<file path="config.mk">
export PLATFORM = sky130hd
export DESIGN_NAME = dmacc_top
export DESIGN_NICKNAME = d
export VERILOG_FILES = /design/src/dmacc_chan.sv /design/src/dmacc_top.sv
export SDC_FILE = /design/constraint.sdc
export NUM_CORES = 1
export LEC_CHECK = 0
export ABC_CLOCK_PERIOD_IN_PS = 8400
export BUFFER_PORTS_ARGS = -buffer_cell sky130_fd_sc_hd__buf_2
export CAP_MARGIN = 10
export CORE_MARGIN = 10
export CORE_UTILIZATION = 55
export CTS_BUF_LIST = sky130_fd_sc_hd__clkbuf_4
export DETAILED_ROUTE_END_ITERATION = 16
export PLACE_DENSITY_LB_ADDON = 0.12
export SLEW_MARGIN = 20
export SYNTH_ARGS = -nofsm -noshare
export SYNTH_HDL_FRONTEND = slang
export SYNTH_HIERARCHICAL = 1
export SYNTH_SLANG_ARGS = --single-unit
</file>
<file path="constraint.sdc">
create_clock -name CLK -period 8.4 [get_ports CLK]
set_clock_uncertainty 0.1 [all_clocks]
set_input_delay 2.52 -clock CLK [delete_from_list [all_inputs] [get_ports CLK]]
set_output_delay 2.52 -clock CLK [all_outputs]
set_load 0.02 [all_outputs]
</file>
<file path="src/dmacc_chan.sv">
package dmacc_pkg;
   // Register codes within a channel's group on the write/read select
   localparam logic [2:0] REG_CTRL = 3'h0;
   localparam logic [2:0] REG_SRC_LO = 3'h1;
   localparam logic [2:0] REG_SRC_HI = 3'h2;
   localparam logic [2:0] REG_DST_LO = 3'h3;
   localparam logic [2:0] REG_DST_HI = 3'h4;
   localparam logic [2:0] REG_COUNT = 3'h5;
   localparam logic [2:0] REG_PRIO = 3'h7;
   // channel_control field positions
   localparam int B_DEST_IN_MEMORY = 15;
   localparam int B_DEST_DECREMENT = 14;
   localparam int B_DEST_INCREMENT = 13;
   localparam int B_SRC_IN_MEMORY = 12;
   localparam int B_SRC_DECREMENT = 11;
   localparam int B_SRC_INCREMENT = 10;
   localparam int B_STOP_AT_COUNT_END = 9;
   localparam int B_IRQ_AT_COUNT_END = 8;
   localparam int B_PACING_HI = 7;
   localparam int B_PACING_LO = 6;
   localparam int B_CHAN_RANK_HIGH = 5;
   localparam int B_INTERNAL_SOURCE_SELECT = 4;
   localparam int B_START_WRITE_ENABLE = 2;
   localparam int B_ARM_CHANNEL = 1;
   localparam int B_WORD_SIZE = 0;
   localparam logic [15:0] CTRL_WRITE_MASK = 16'hFFF7;
   localparam logic [15:0] CTRL_RESET = 16'h0000;
   // module_priority_and_source field positions
   localparam int B_MODULE_A_HIGH_RANK = 0;
   localparam int B_MODULE_B_HIGH_RANK = 1;
   localparam int B_MODULE_A_SERIAL_SOURCE = 2;
   localparam int B_MODULE_B_SERIAL_SOURCE = 3;
   localparam logic [3:0] PRIO_RESET = 4'h0;
   localparam logic [19:0] PTR_RESET = 20'h00000;
   localparam logic [15:0] COUNT_RESET = 16'h0000;
   localparam logic [19:0] STEP_WORD = 20'h00002;
   localparam logic [19:0] STEP_BYTE = 20'h00001;
   localparam logic [1:0] PACE_UNSYNC = 2'h0;
   localparam logic [1:0] PACE_SRC = 2'h1;
   localparam logic [1:0] PACE_DST = 2'h2;
   typedef enum logic {DMACC_IDLE, DMACC_BUSY} dmacc_state_t;
endpackage : dmacc_pkg

module dmacc_chan #(
   parameter bit NARROW_BUS = 1'b0
) (
   input wire logic clk,
   input wire logic reset,
   input wire logic wr_en,
   input wire logic [2:0] wr_reg,
   input wire logic [15:0] wr_data,
   input wire logic int_req,
   input wire logic ext_req,
   input wire logic step,
   output logic [15:0] ctrl_q,
   output logic [19:0] src_q,
   output logic [19:0] dst_q,
   output logic [15:0] cnt_q,
   output logic want,
   output logic irq_q
);
   logic [15:0] ctrl_d;
   logic [19:0] src_d;
   logic [19:0] dst_d;
   logic [15:0] cnt_d;
   logic arm_q;
   logic arm_d;

   wire wr_ctrl = wr_en && (wr_reg == dmacc_pkg::REG_CTRL);
   wire [1:0] pacing = ctrl_q[dmacc_pkg::B_PACING_HI:dmacc_pkg::B_PACING_LO];
   wire unsync = (pacing == dmacc_pkg::PACE_UNSYNC);
   wire paced = (pacing == dmacc_pkg::PACE_SRC) || (pacing == dmacc_pkg::PACE_DST);
   wire word_eff = ctrl_q[dmacc_pkg::B_WORD_SIZE] & ~NARROW_BUS;
   wire [19:0] delta = word_eff ? dmacc_pkg::STEP_WORD : dmacc_pkg::STEP_BYTE;
   wire [15:0] cnt_next = cnt_q - 16'h0001;
   wire at_end = step && (cnt_next == 16'h0000);
   wire stop_eff = ctrl_q[dmacc_pkg::B_STOP_AT_COUNT_END] | unsync;
   wire tc_stop = at_end && stop_eff;
   wire irq_d = at_end && ctrl_q[dmacc_pkg::B_IRQ_AT_COUNT_END] && ctrl_q[dmacc_pkg::B_STOP_AT_COUNT_END];
   wire sel_req = ctrl_q[dmacc_pkg::B_INTERNAL_SOURCE_SELECT] ? int_req : ext_req;

   // Unsynchronized channels request for as long as they stay armed
   assign want = arm_q && !tc_stop && (unsync || (paced && sel_req));

   function automatic logic [19:0] index_ptr(input logic [19:0] p, input logic inc, input logic dec,
                                             input logic [19:0] d);
      logic [19:0] r;
      r = p;
      if (inc && !dec) begin
         r = p + d;
      end else if (dec && !inc) begin
         r = p - d;
      end
      return r;
   endfunction : index_ptr

   always_comb begin
      ctrl_d = ctrl_q;
      arm_d = arm_q;
      src_d = src_q;
      dst_d = dst_q;
      cnt_d = cnt_q;
      if (step) begin
         src_d = index_ptr(src_q, ctrl_q[dmacc_pkg::B_SRC_INCREMENT], ctrl_q[dmacc_pkg::B_SRC_DECREMENT], delta);
         dst_d = index_ptr(dst_q, ctrl_q[dmacc_pkg::B_DEST_INCREMENT], ctrl_q[dmacc_pkg::B_DEST_DECREMENT], delta);
         cnt_d = cnt_next;
      end
      if (tc_stop) begin
         arm_d = 1'b0;
      end
      // Software writes win over a same-cycle transfer update
      if (wr_ctrl) begin
         ctrl_d = wr_data & dmacc_pkg::CTRL_WRITE_MASK;
         if (wr_data[dmacc_pkg::B_START_WRITE_ENABLE]) begin
            arm_d = wr_data[dmacc_pkg::B_ARM_CHANNEL];
         end
      end
      if (wr_en && (wr_reg == dmacc_pkg::REG_SRC_LO)) begin
         src_d = {src_q[19:16], wr_data};
      end
      if (wr_en && (wr_reg == dmacc_pkg::REG_SRC_HI)) begin
         src_d = {wr_data[3:0], src_q[15:0]};
      end
      if (wr_en && (wr_reg == dmacc_pkg::REG_DST_LO)) begin
         dst_d = {dst_q[19:16], wr_data};
      end
      if (wr_en && (wr_reg == dmacc_pkg::REG_DST_HI)) begin
         dst_d = {wr_data[3:0], dst_q[15:0]};
      end
      if (wr_en && (wr_reg == dmacc_pkg::REG_COUNT)) begin
         cnt_d = wr_data;
      end
   end

   always_ff @(posedge clk) begin
      if (reset) begin
         ctrl_q <= dmacc_pkg::CTRL_RESET;
         arm_q <= 1'b0;
         src_q <= dmacc_pkg::PTR_RESET;
         dst_q <= dmacc_pkg::PTR_RESET;
         cnt_q <= dmacc_pkg::COUNT_RESET;
         irq_q <= 1'b0;
      end else begin
         ctrl_q <= {ctrl_d[15:2], arm_d, ctrl_d[0]};
         arm_q <= arm_d;
         src_q <= src_d;
         dst_q <= dst_d;
         cnt_q <= cnt_d;
         irq_q <= irq_d;
      end
   end
endmodule : dmacc_chan

</file>
<file path="src/dmacc_top.sv">
module dmacc_top #(
   parameter bit NARROW_BUS = 1'b0
) (
   input wire logic CLK,
   input wire logic RESET,
   input wire logic WR_EN,
   input wire logic [4:0] WR_SEL,
   input wire logic [15:0] WR_DATA,
   input wire logic [4:0] RD_SEL,
   output logic [15:0] RD_DATA,
   input wire logic [3:0] EXT_REQUEST_PIN,
   input wire logic TIMER2_REQ,
   input wire logic [1:0] SERIAL_TX_REQ,
   input wire logic [1:0] SERIAL_RX_REQ,
   output logic XFER_VALID,
   output logic [1:0] XFER_CHAN,
   output logic [19:0] XFER_SRC_ADDR,
   output logic XFER_SRC_MEM,
   output logic [19:0] XFER_DST_ADDR,
   output logic XFER_DST_MEM,
   output logic XFER_WORD,
   input wire logic XFER_DONE,
   output logic [3:0] DMA_IRQ
);
   logic [15:0] ctrl [4];
   logic [19:0] src [4];
   logic [19:0] dst [4];
   logic [15:0] cnt [4];
   logic [3:0] want;
   logic [3:0] step;
   logic [3:0] int_req;
   logic [3:0] prio_q;
   logic [1:0] chan_rot_q;
   logic mod_rot_q;
   dmacc_pkg::dmacc_state_t state_q;
   logic [1:0] sel_q;
   logic [15:0] rd_mux;

   wire wr_prio = WR_EN && (WR_SEL[2:0] == dmacc_pkg::REG_PRIO);
   wire ser_a = prio_q[dmacc_pkg::B_MODULE_A_SERIAL_SOURCE];
   wire ser_b = prio_q[dmacc_pkg::B_MODULE_B_SERIAL_SOURCE];

   // One source select per module keeps both channels on the same source
   assign int_req[0] = ser_a ? SERIAL_TX_REQ[0] : TIMER2_REQ;
   assign int_req[1] = ser_a ? SERIAL_RX_REQ[0] : TIMER2_REQ;
   assign int_req[2] = ser_b ? SERIAL_TX_REQ[1] : TIMER2_REQ;
   assign int_req[3] = ser_b ? SERIAL_RX_REQ[1] : TIMER2_REQ;

   genvar g;
   generate
      for (g = 0; g < 4; g++) begin : g_chan
         dmacc_chan #(.NARROW_BUS(NARROW_BUS)) u_chan (
            .clk(CLK),
            .reset(RESET),
            .wr_en(WR_EN && (WR_SEL[4:3] == 2'(g)) && !wr_prio),
            .wr_reg(WR_SEL[2:0]),
            .wr_data(WR_DATA),
            .int_req(int_req[g]),
            .ext_req(EXT_REQUEST_PIN[g]),
            .step(step[g]),
            .ctrl_q(ctrl[g]),
            .src_q(src[g]),
            .dst_q(dst[g]),
            .cnt_q(cnt[g]),
            .want(want[g]),
            .irq_q(DMA_IRQ[g])
         );
      end
   endgenerate

   // Channel pick within each module
   wire rank0_a = ctrl[0][dmacc_pkg::B_CHAN_RANK_HIGH];
   wire rank1_a = ctrl[1][dmacc_pkg::B_CHAN_RANK_HIGH];
   wire rank0_b = ctrl[2][dmacc_pkg::B_CHAN_RANK_HIGH];
   wire rank1_b = ctrl[3][dmacc_pkg::B_CHAN_RANK_HIGH];
   wire both_a = want[0] && want[1];
   wire both_b = want[2] && want[3];
   wire pick_a = both_a ? ((rank0_a != rank1_a) ? rank1_a : chan_rot_q[0]) : want[1];
   wire pick_b = both_b ? ((rank0_b != rank1_b) ? rank1_b : chan_rot_q[1]) : want[3];
   wire req_a = want[0] || want[1];
   wire req_b = want[2] || want[3];

   // Module pick
   wire mrank_a = prio_q[dmacc_pkg::B_MODULE_A_HIGH_RANK];
   wire mrank_b = prio_q[dmacc_pkg::B_MODULE_B_HIGH_RANK];
   wire pick_mod = (req_a && req_b) ? ((mrank_a != mrank_b) ? mrank_b : mod_rot_q) : req_b;
   wire [1:0] winner = pick_mod ? {1'b1, pick_b} : {1'b0, pick_a};
   wire grant = (state_q == dmacc_pkg::DMACC_IDLE) && (req_a || req_b);
   wire finish = (state_q == dmacc_pkg::DMACC_BUSY) && XFER_DONE;

   assign XFER_VALID = (state_q == dmacc_pkg::DMACC_BUSY);
   assign XFER_CHAN = sel_q;
   assign step = finish ? (4'h1 << sel_q) : 4'h0;

   always_ff @(posedge CLK) begin
      if (RESET) begin
         state_q <= dmacc_pkg::DMACC_IDLE;
         sel_q <= 2'h0;
      end else begin
         case (state_q)
            dmacc_pkg::DMACC_IDLE: begin
               if (grant) begin
                  state_q <= dmacc_pkg::DMACC_BUSY;
                  sel_q <= winner;
               end
            end
            dmacc_pkg::DMACC_BUSY: begin
               if (XFER_DONE) begin
                  state_q <= dmacc_pkg::DMACC_IDLE;
               end
            end
            default: begin
               state_q <= dmacc_pkg::DMACC_IDLE;
            end
         endcase
      end
   end

   // After serving, a channel and its module drop to the back of the rotation
   always_ff @(posedge CLK) begin
      if (RESET) begin
         chan_rot_q <= 2'h0;
         mod_rot_q <= 1'b1;
      end else if (finish) begin
         chan_rot_q[sel_q[1]] <= ~sel_q[0];
         mod_rot_q <= ~sel_q[1];
      end
   end

   // Transfer description latched at grant
   always_ff @(posedge CLK) begin
      if (RESET) begin
         XFER_SRC_ADDR <= dmacc_pkg::PTR_RESET;
         XFER_DST_ADDR <= dmacc_pkg::PTR_RESET;
         XFER_SRC_MEM <= 1'b0;
         XFER_DST_MEM <= 1'b0;
         XFER_WORD <= 1'b0;
      end else if (grant) begin
         XFER_SRC_ADDR <= src[winner];
         XFER_DST_ADDR <= dst[winner];
         XFER_SRC_MEM <= ctrl[winner][dmacc_pkg::B_SRC_IN_MEMORY];
         XFER_DST_MEM <= ctrl[winner][dmacc_pkg::B_DEST_IN_MEMORY];
         XFER_WORD <= ctrl[winner][dmacc_pkg::B_WORD_SIZE] & ~NARROW_BUS;
      end
   end

   always_ff @(posedge CLK) begin
      if (RESET) begin
         prio_q <= dmacc_pkg::PRIO_RESET;
      end else if (wr_prio) begin
         prio_q <= WR_DATA[3:0];
      end
   end

   wire [1:0] rd_ch = RD_SEL[4:3];
   always_comb begin
      case (RD_SEL[2:0])
         dmacc_pkg::REG_CTRL: rd_mux = ctrl[rd_ch];
         dmacc_pkg::REG_SRC_LO: rd_mux = src[rd_ch][15:0];
         dmacc_pkg::REG_SRC_HI: rd_mux = {12'h000, src[rd_ch][19:16]};
         dmacc_pkg::REG_DST_LO: rd_mux = dst[rd_ch][15:0];
         dmacc_pkg::REG_DST_HI: rd_mux = {12'h000, dst[rd_ch][19:16]};
         dmacc_pkg::REG_COUNT: rd_mux = cnt[rd_ch];
         dmacc_pkg::REG_PRIO: rd_mux = {12'h000, prio_q};
         default: rd_mux = 16'h0000;
      endcase
   end

   always_ff @(posedge CLK) begin
      if (RESET) begin
         RD_DATA <= 16'h0000;
      end else begin
         RD_DATA <= rd_mux;
      end
   end
endmodule : dmacc_top

</file>
==> impl_metrics.json, run 1 <==
{
  "via_per_inst": 6.78,
  "synth_top_area_frac": 0.257,
  "clock-sinks": 357,
  "relSlewSlack": 0.236,
  "p_per_area_nw_per_um2": 139,
  "clk_latency_ns": 0.92,
  "grtUsageTotal": 0.344,
  "stdcell_area_um2": 29900,
  "core_area_um2": 50100,
  "die_y_um": 245,
  "nets": 3731,
  "wirelength_mm": 108,
  "cts_made_buffers": 106,
  "antenna_found_initial": 5,
  "synth_flop_cell": "dfxtp_1",
  "cp_max_fo": 45,
  "htreeDepth": 3,
  "setup_viol": 0,
  "area_growth_pct": 7.61,
  "synth_top_cells_by_count": "nand2_1 (447), dfxtp_1 (357), nor2_1 (317), a21oi_1 (256), o21ai_0 (196)",
  "yosysSeqAreaShare": 0.257,
  "cts_resized": 0,
  "grt_pass1_wl_mm": 162,
  "synth_nets": 3704,
  "start_util": 0.555,
  "grt_overflow_total": 0,
  "period_needed_ns": 5.87,
  "drt-pass1-iter-count": 6,
  "io_pins": 105,
  "arrival_ns": 6.54,
  "cp.required_ns": 9.07,
  "timing_hold_violations_final": 0,
  "async_reset_ff_frac": 0,
  "hold_buffers": 0,
  "hpwlAfterDp_mm": 75.7,
  "drive_above_1_share": 0.124,
  "fin_hold_ws_ns": 0.363,
  "num_rows": 82,
  "drc": 0,
  "postCtsSetupBuffers": 0,
  "ys_ff_latch": 357,
  "crit_type": "in2reg",
  "tightest_slew_ns": 1.15,
  "die_x_um": 245,
  "maxSlewViolCount": 0,
  "synthesis.area_um2": 27800,
  "startpoint_type": "input port",
  "n_fill_cell": 4695,
  "grt_pass1_vias": 26967,
  "synth.most_common_cell": "nand2_1",
  "ys_types": 96,
  "status": "completed",
  "routedWlPerCell_um": 25.2,
  "drv_cap": 0,
  "yosys.area.top_type": "dfxtp_1",
  "hold_class": "reg2reg",
  "synth_cells": 3485,
  "cts_buffer_depth": 3,
  "synth_warnings": 6,
  "crit_path_end_kind": "flop",
  "fin_setup_tns_ns": 0,
  "p_leak_nw": 11.6,
  "cts_root_buffer": "clkbuf_4",
  "drtIter0Drc": 3520,
  "synth_area_per_cell_um2": 7.98,
  "max-vdd-ir-drop_uv": 93.9,
  "ant_nets": 0,
  "cts_tree": "built",
  "globalplace.congestion": 1.01,
  "grt_max_degree": 154,
  "synth-edff-count": 0,
  "ys_top_cells_by_area": "dfxtp_1 (26%), ha_1 (7.7%), nand2_1 (6.0%), mux4_2 (5.8%), a21oi_1 (4.6%)",
  "portBuffers": 104,
  "clock.fmax_mhz": 170,
  "finalCritPeriodShare": 0.699,
  "cts.clk_slew.worst_paths_ns": 0.07,
  "dr_total_vias": 28986,
  "rsz0062_at_grt": "false",
  "total_power_mw": 4.14,
  "die_area_um2": 59900,
  "place_area_um2": 28500
}
==> final timing paths <==
kind	start	endpoint	slack [ns]	cells past startpoint
max	XFER_DONE	XFER_DST_ADDR[7]	2.53	15
max reg2reg	g_chan[0].u_chan/cnt_q[7]	XFER_DST_ADDR[7]	3.33	12
min reg2reg	g_chan[0].u_chan/ctrl_q[2]	g_chan[0].u_chan/ctrl_q[2]	0.36	2
min	g_chan[0].u_chan/ctrl_q[2]	g_chan[0].u_chan/ctrl_q[2]	0.36	2
==> registers in the layout (all words and copies together) (netlist names) <==
signal and cells:
g_chan.u_chan/dst_q 80, g_chan.u_chan/src_q 80, g_chan.u_chan/cnt_q 64, g_chan.u_chan/ctrl_q 60, XFER_DST_ADDR 20, XFER_SRC_ADDR 20, RD_DATA 16, g_chan.u_chan/irq_q 4
prio_q 4, XFER_CHAN 2, chan_rot_q 2, XFER_DST_MEM 1, XFER_SRC_MEM 1, XFER_VALID 1, XFER_WORD 1, mod_rot_q 1
==> cell usage in the layout (no fill, tap or decap), drive strengths merged, types with 95 or more instances in the layout <==
cell type	synthesis	routed
a21oi	261	261
buf	56	140
a211oi	95	95
nor2	317	317
ha	172	172
o21ai	205	205
dfxtp	357	357
clkbuf	165	141
nor3	107	107
xnor2	118	118
nand2	447	447
==> routing by layer <==
metal,vias up,part of all wire,global-route usage
met3,369,0.11,0.0872
met5,-,0.000093,0
met1,13840,0.40,0.439
met4,2,0.061,0.201
li1,13072,-,-
met2,1703,0.43,0.519
==> critical path, stage by stage <==
cell and delay (ns):
buf_2 0.11, and3_1 0.20, and2_1 0.15, buf_4 0.23, nand4_1 0.12, a2111oi_0 0.42
nand3_1 0.19, o21ai_0 0.24, nor2_1 0.12, nand3b_1 0.10, o211a_1 0.15, buf_4 0.50
and2_2 0.99, nor3_1 0.10, o32ai_1 0.32
==> logic make-up after synthesis <==
| group | after synthesis | share of synthesized area |
|---|---|---|
| XOR/XNOR | 171 | 0.0539 |
| adder cells (fa/ha/maj) | 180 | 0.0832 |
| multiplexers | 153 | 0.0875 |
| AO/OA/AOI/OAI | 1083 | 0.266 |
| flip-flops | 357 | 0.257 |
| other | 4 | 0.000540 |
| AND/OR/NAND/NOR | 1226 | 0.205 |
| buffers and inverters | 311 | 0.0467 |
==> through the flow <==
step                      std cells  setup WS (ns)  utilization
after global placement         4076           1.99        0.570
after floorplan                3485           3.16            -
final                          4273           2.53        0.597
after global routing           4273           2.34        0.597
after detailed placement       4076           1.80        0.570
after CTS                      4270           2.75        0.597
==> power by group <==
part	switching, mW	internal, mW	leakage [nW]	total (mW)
combinational	0.413	0.243	7.88	0.656
clock	0.852	0.879	0.800	1.73
sequential	0.0404	1.72	2.88	1.76
total	1.30	2.84	11.6	4.14
==> layout make-up <==
cell class | instances | area (um^2) | share of cell area
Clock inverter | 53 | 304 | 0.0102
Clock buffer | 141 | 1060 | 0.0354
Inverter | 90 | 338 | 0.0113
Tap cell | 672 | 841 | 0.0281
Antenna cell | 3 | 7.51 | 0.000251
Sequential cell | 357 | 7150 | 0.239
Multi-Input combinational cell | 2817 | 19400 | 0.649
Timing Repair Buffer | 140 | 818 | 0.0274
(Power assumes the default switching activity.)
==> run 2: changes to the inputs <==
--- a/config.mk
+++ b/config.mk
@@ -5,7 +5,7 @@
 export SDC_FILE = /design/constraint.sdc
 export NUM_CORES = 1
 export LEC_CHECK = 0
-export ABC_CLOCK_PERIOD_IN_PS = 8400
+export ABC_CLOCK_PERIOD_IN_PS = 6100
 export BUFFER_PORTS_ARGS = -buffer_cell sky130_fd_sc_hd__buf_2
 export CAP_MARGIN = 10
 export CORE_MARGIN = 10
==> constraint.sdc (replaced) <==
create_clock -name CLK -period 6.1 [get_ports CLK]
set_clock_uncertainty 0.1 [all_clocks]
set_input_delay 1.83 -clock CLK [delete_from_list [all_inputs] [get_ports CLK]]
set_output_delay 1.83 -clock CLK [all_outputs]
set_load 0.02 [all_outputs]
==> run 2 against run 1 <==
Critical path depth is 2 lower. Core utilization fell by 0.055 points. First-iteration DRC count is 10% higher.
==> impl_metrics.json, run 2 (same netlist as run 1, synthesis figures left out) <==
{
  "path_buf_inv": 1,
  "period_needed_ns": 4.80,
  "num_rows": 82,
  "wirelength_mm": 106,
  "fin_setup_tns_ns": 0,
  "arrival_ns": 5.46,
  "crit_type": "reg2reg",
  "crit_slowest_cell": "o22a_2",
  "worst_slack_ns": 1.30,
  "multi_input_area_um2": 19400,
  "grtUsageTotal": 0.341,
  "antenna_found_initial": 6,
  "area_growth_pct": 7.51,
  "crit_path_end_kind": "flop",
  "timing_hold_violations_final": 0,
  "final_cell_mix": "nand2_1 (447), dfxtp_1 (357), nor2_1 (315), a21oi_1 (253), o21ai_0 (192)",
  "drt-pass1-iter-count": 7,
  "grt_overflow_total": 0,
  "cts.clk_slew.worst_paths_ns": 0.07,
  "maxSlewViolCount": 0,
  "cts_resized": 0,
  "globalplace.congestion": 0.998,
  "finalCritPeriodShare": 0.786,
  "hold_buffers": 0,
  "cts_made_buffers": 101,
  "cts_tree": "built",
  "io_pins": 105,
  "cts_buffer_depth": 3,
  "nets": 3744,
  "cp.required_ns": 6.76,
  "die_x_um": 245,
  "clock.fmax_mhz": 208,
  "cp_max_fo": 23,
  "p_clk_frac": 0.398,
  "p_comb_frac": 0.163,
  "portBuffers": 104,
  "die_y_um": 245,
  "fin_hold_ws_ns": 0.373,
  "final_common_cell": "nand2_1",
  "hpwlAfterDp_mm": 75.6,
  "pwr-share-seq": 0.439,
  "start_util": 0.555,
  "p_leak_nw": 11.6,
  "dr_total_vias": 28862,
  "cp_cell_sequence": "nor3_1 -> nand4b_1 -> o311ai_0 -> o41ai_1 -> o211ai_1 -> nor2_1 -> nor3b_1 -> nor2_1 -> a211oi_2 -> o22a_2 -> buf_12 -> nor3_1 -> o32ai_1",
  "rsz0062_at_grt": "false",
  "cp_top_family": "compound AO/OA/AOI/OAI gates",
  "core_area_um2": 50100,
  "drive_above_1_share": 0.126,
  "fin_util": 0.597,
  "p_sw_mw": 1.76,
  "grt_pass1_wl_mm": 161,
  "setup_viol": 0,
  "max-vdd-ir-drop_uv": 116,
  "n_fill_cell": 4677,
  "grt_max_degree": 150,
  "swShare": 0.320,
  "status": "completed",
  "stdcell_count": 4271,
  "via_per_inst": 6.76,
  "startpoint_type": "flop",
  "hold_class": "reg2reg",
  "die_area_um2": 59900,
  "relSlewSlack": 0.251,
  "dp_cells": 4094,
  "htreeDepth": 3,
  "internal-power_mw": 3.75,
  "post-place-ws_ns": 0.646,
  "drc": 0,
  "cts_root_buffer": "clkbuf_4",
  "clk_latency_ns": 0.89,
  "clock-sinks": 357,
  "drv_cap": 0,
  "ff_latch_area_um2": 7150,
  "routedWlPerCell_um": 24.8,
  "reg_top3": "g_chan.u_chan/dst_q (80), g_chan.u_chan/src_q (80), g_chan.u_chan/cnt_q (64)",
  "drtIter0Drc": 3874,
  "p_per_area_nw_per_um2": 185,
  "grt_pass1_vias": 27000,
  "ant_nets": 0,
  "critPathMaxStageDelay_ns": 0.64,
  "tightest_slew_ns": 1.12,
  "postCtsSetupBuffers": 0
}
run 2: cell types whose count changed in the layout (fill, tap and decap cells not counted), moves of 2 or more:
cell and delta:
buf_4 +17, clkinv_1 -9, clkinv_2 -7, bufinv_16 -3, diode_2 +2
run 2: final cells by class:
type                       instances  area share
clock buffer                     140      0.0352
clock inverter                    32     0.00444
timing repair buffer             158      0.0323
antenna                            5    0.000419
sequential                       357       0.239
inverter                          90      0.0113
multi-input combinational       2817       0.649
tap                              672      0.0281
run 2: power by group through the flow:
stage | sequential, mW | combinational (mW) | clock (mW)
detailed placement | 2.47 | 0.869 | 0
CTS | 2.42 | 0.874 | 2.23
finish | 2.42 | 0.899 | 2.20
floorplan | 2.45 | 0.621 | 0
global route | 2.42 | 0.964 | 2.34
global placement | 2.47 | 0.856 | 0
run 2: worst register-to-register path, cell delays in order, from the launching register on:
cell and delay [ns]:
dfxtp_1 0.36, nor3_1 0.56, nand4b_1 0.38, o311ai_0 0.43, o41ai_1 0.18, o211ai_1 0.21
nor2_1 0.10, nor3b_1 0.43, nor2_1 0.14, a211oi_2 0.57, o22a_2 0.64, buf_12 0.26
nor3_1 0.07, o32ai_1 0.27
run 2: stage by stage:
step                area, um^2  power, mW
floorplan                27800       3.07
global placement         28700       3.33
detailed placement       28700       3.34
CTS                      29900       5.52
global route             29900       5.73
finish                   29900       5.52
run 2: worst paths after layout:
path / from / to / slack, ns / cells past startpoint
worst max register to register: g_chan[1].u_chan/cnt_q[7] / XFER_DST_ADDR[7] / 1.30 / 13
worst min-delay path: g_chan[2].u_chan/ctrl_q[2] / g_chan[2].u_chan/ctrl_q[2] / 0.37 / 2
worst min register to register: g_chan[2].u_chan/ctrl_q[2] / g_chan[2].u_chan/ctrl_q[2] / 0.37 / 2
worst max-delay path: g_chan[1].u_chan/cnt_q[7] / XFER_DST_ADDR[7] / 1.30 / 13
run 2: metal layers:
layer	track usage	vias to the layer above	share of wire
li1	-	13075	-
met1	0.437	13636	0.39
met2	0.516	1808	0.43
met3	0.0756	341	0.11
met4	0.209	2	0.061
met5	0	-	0.00012
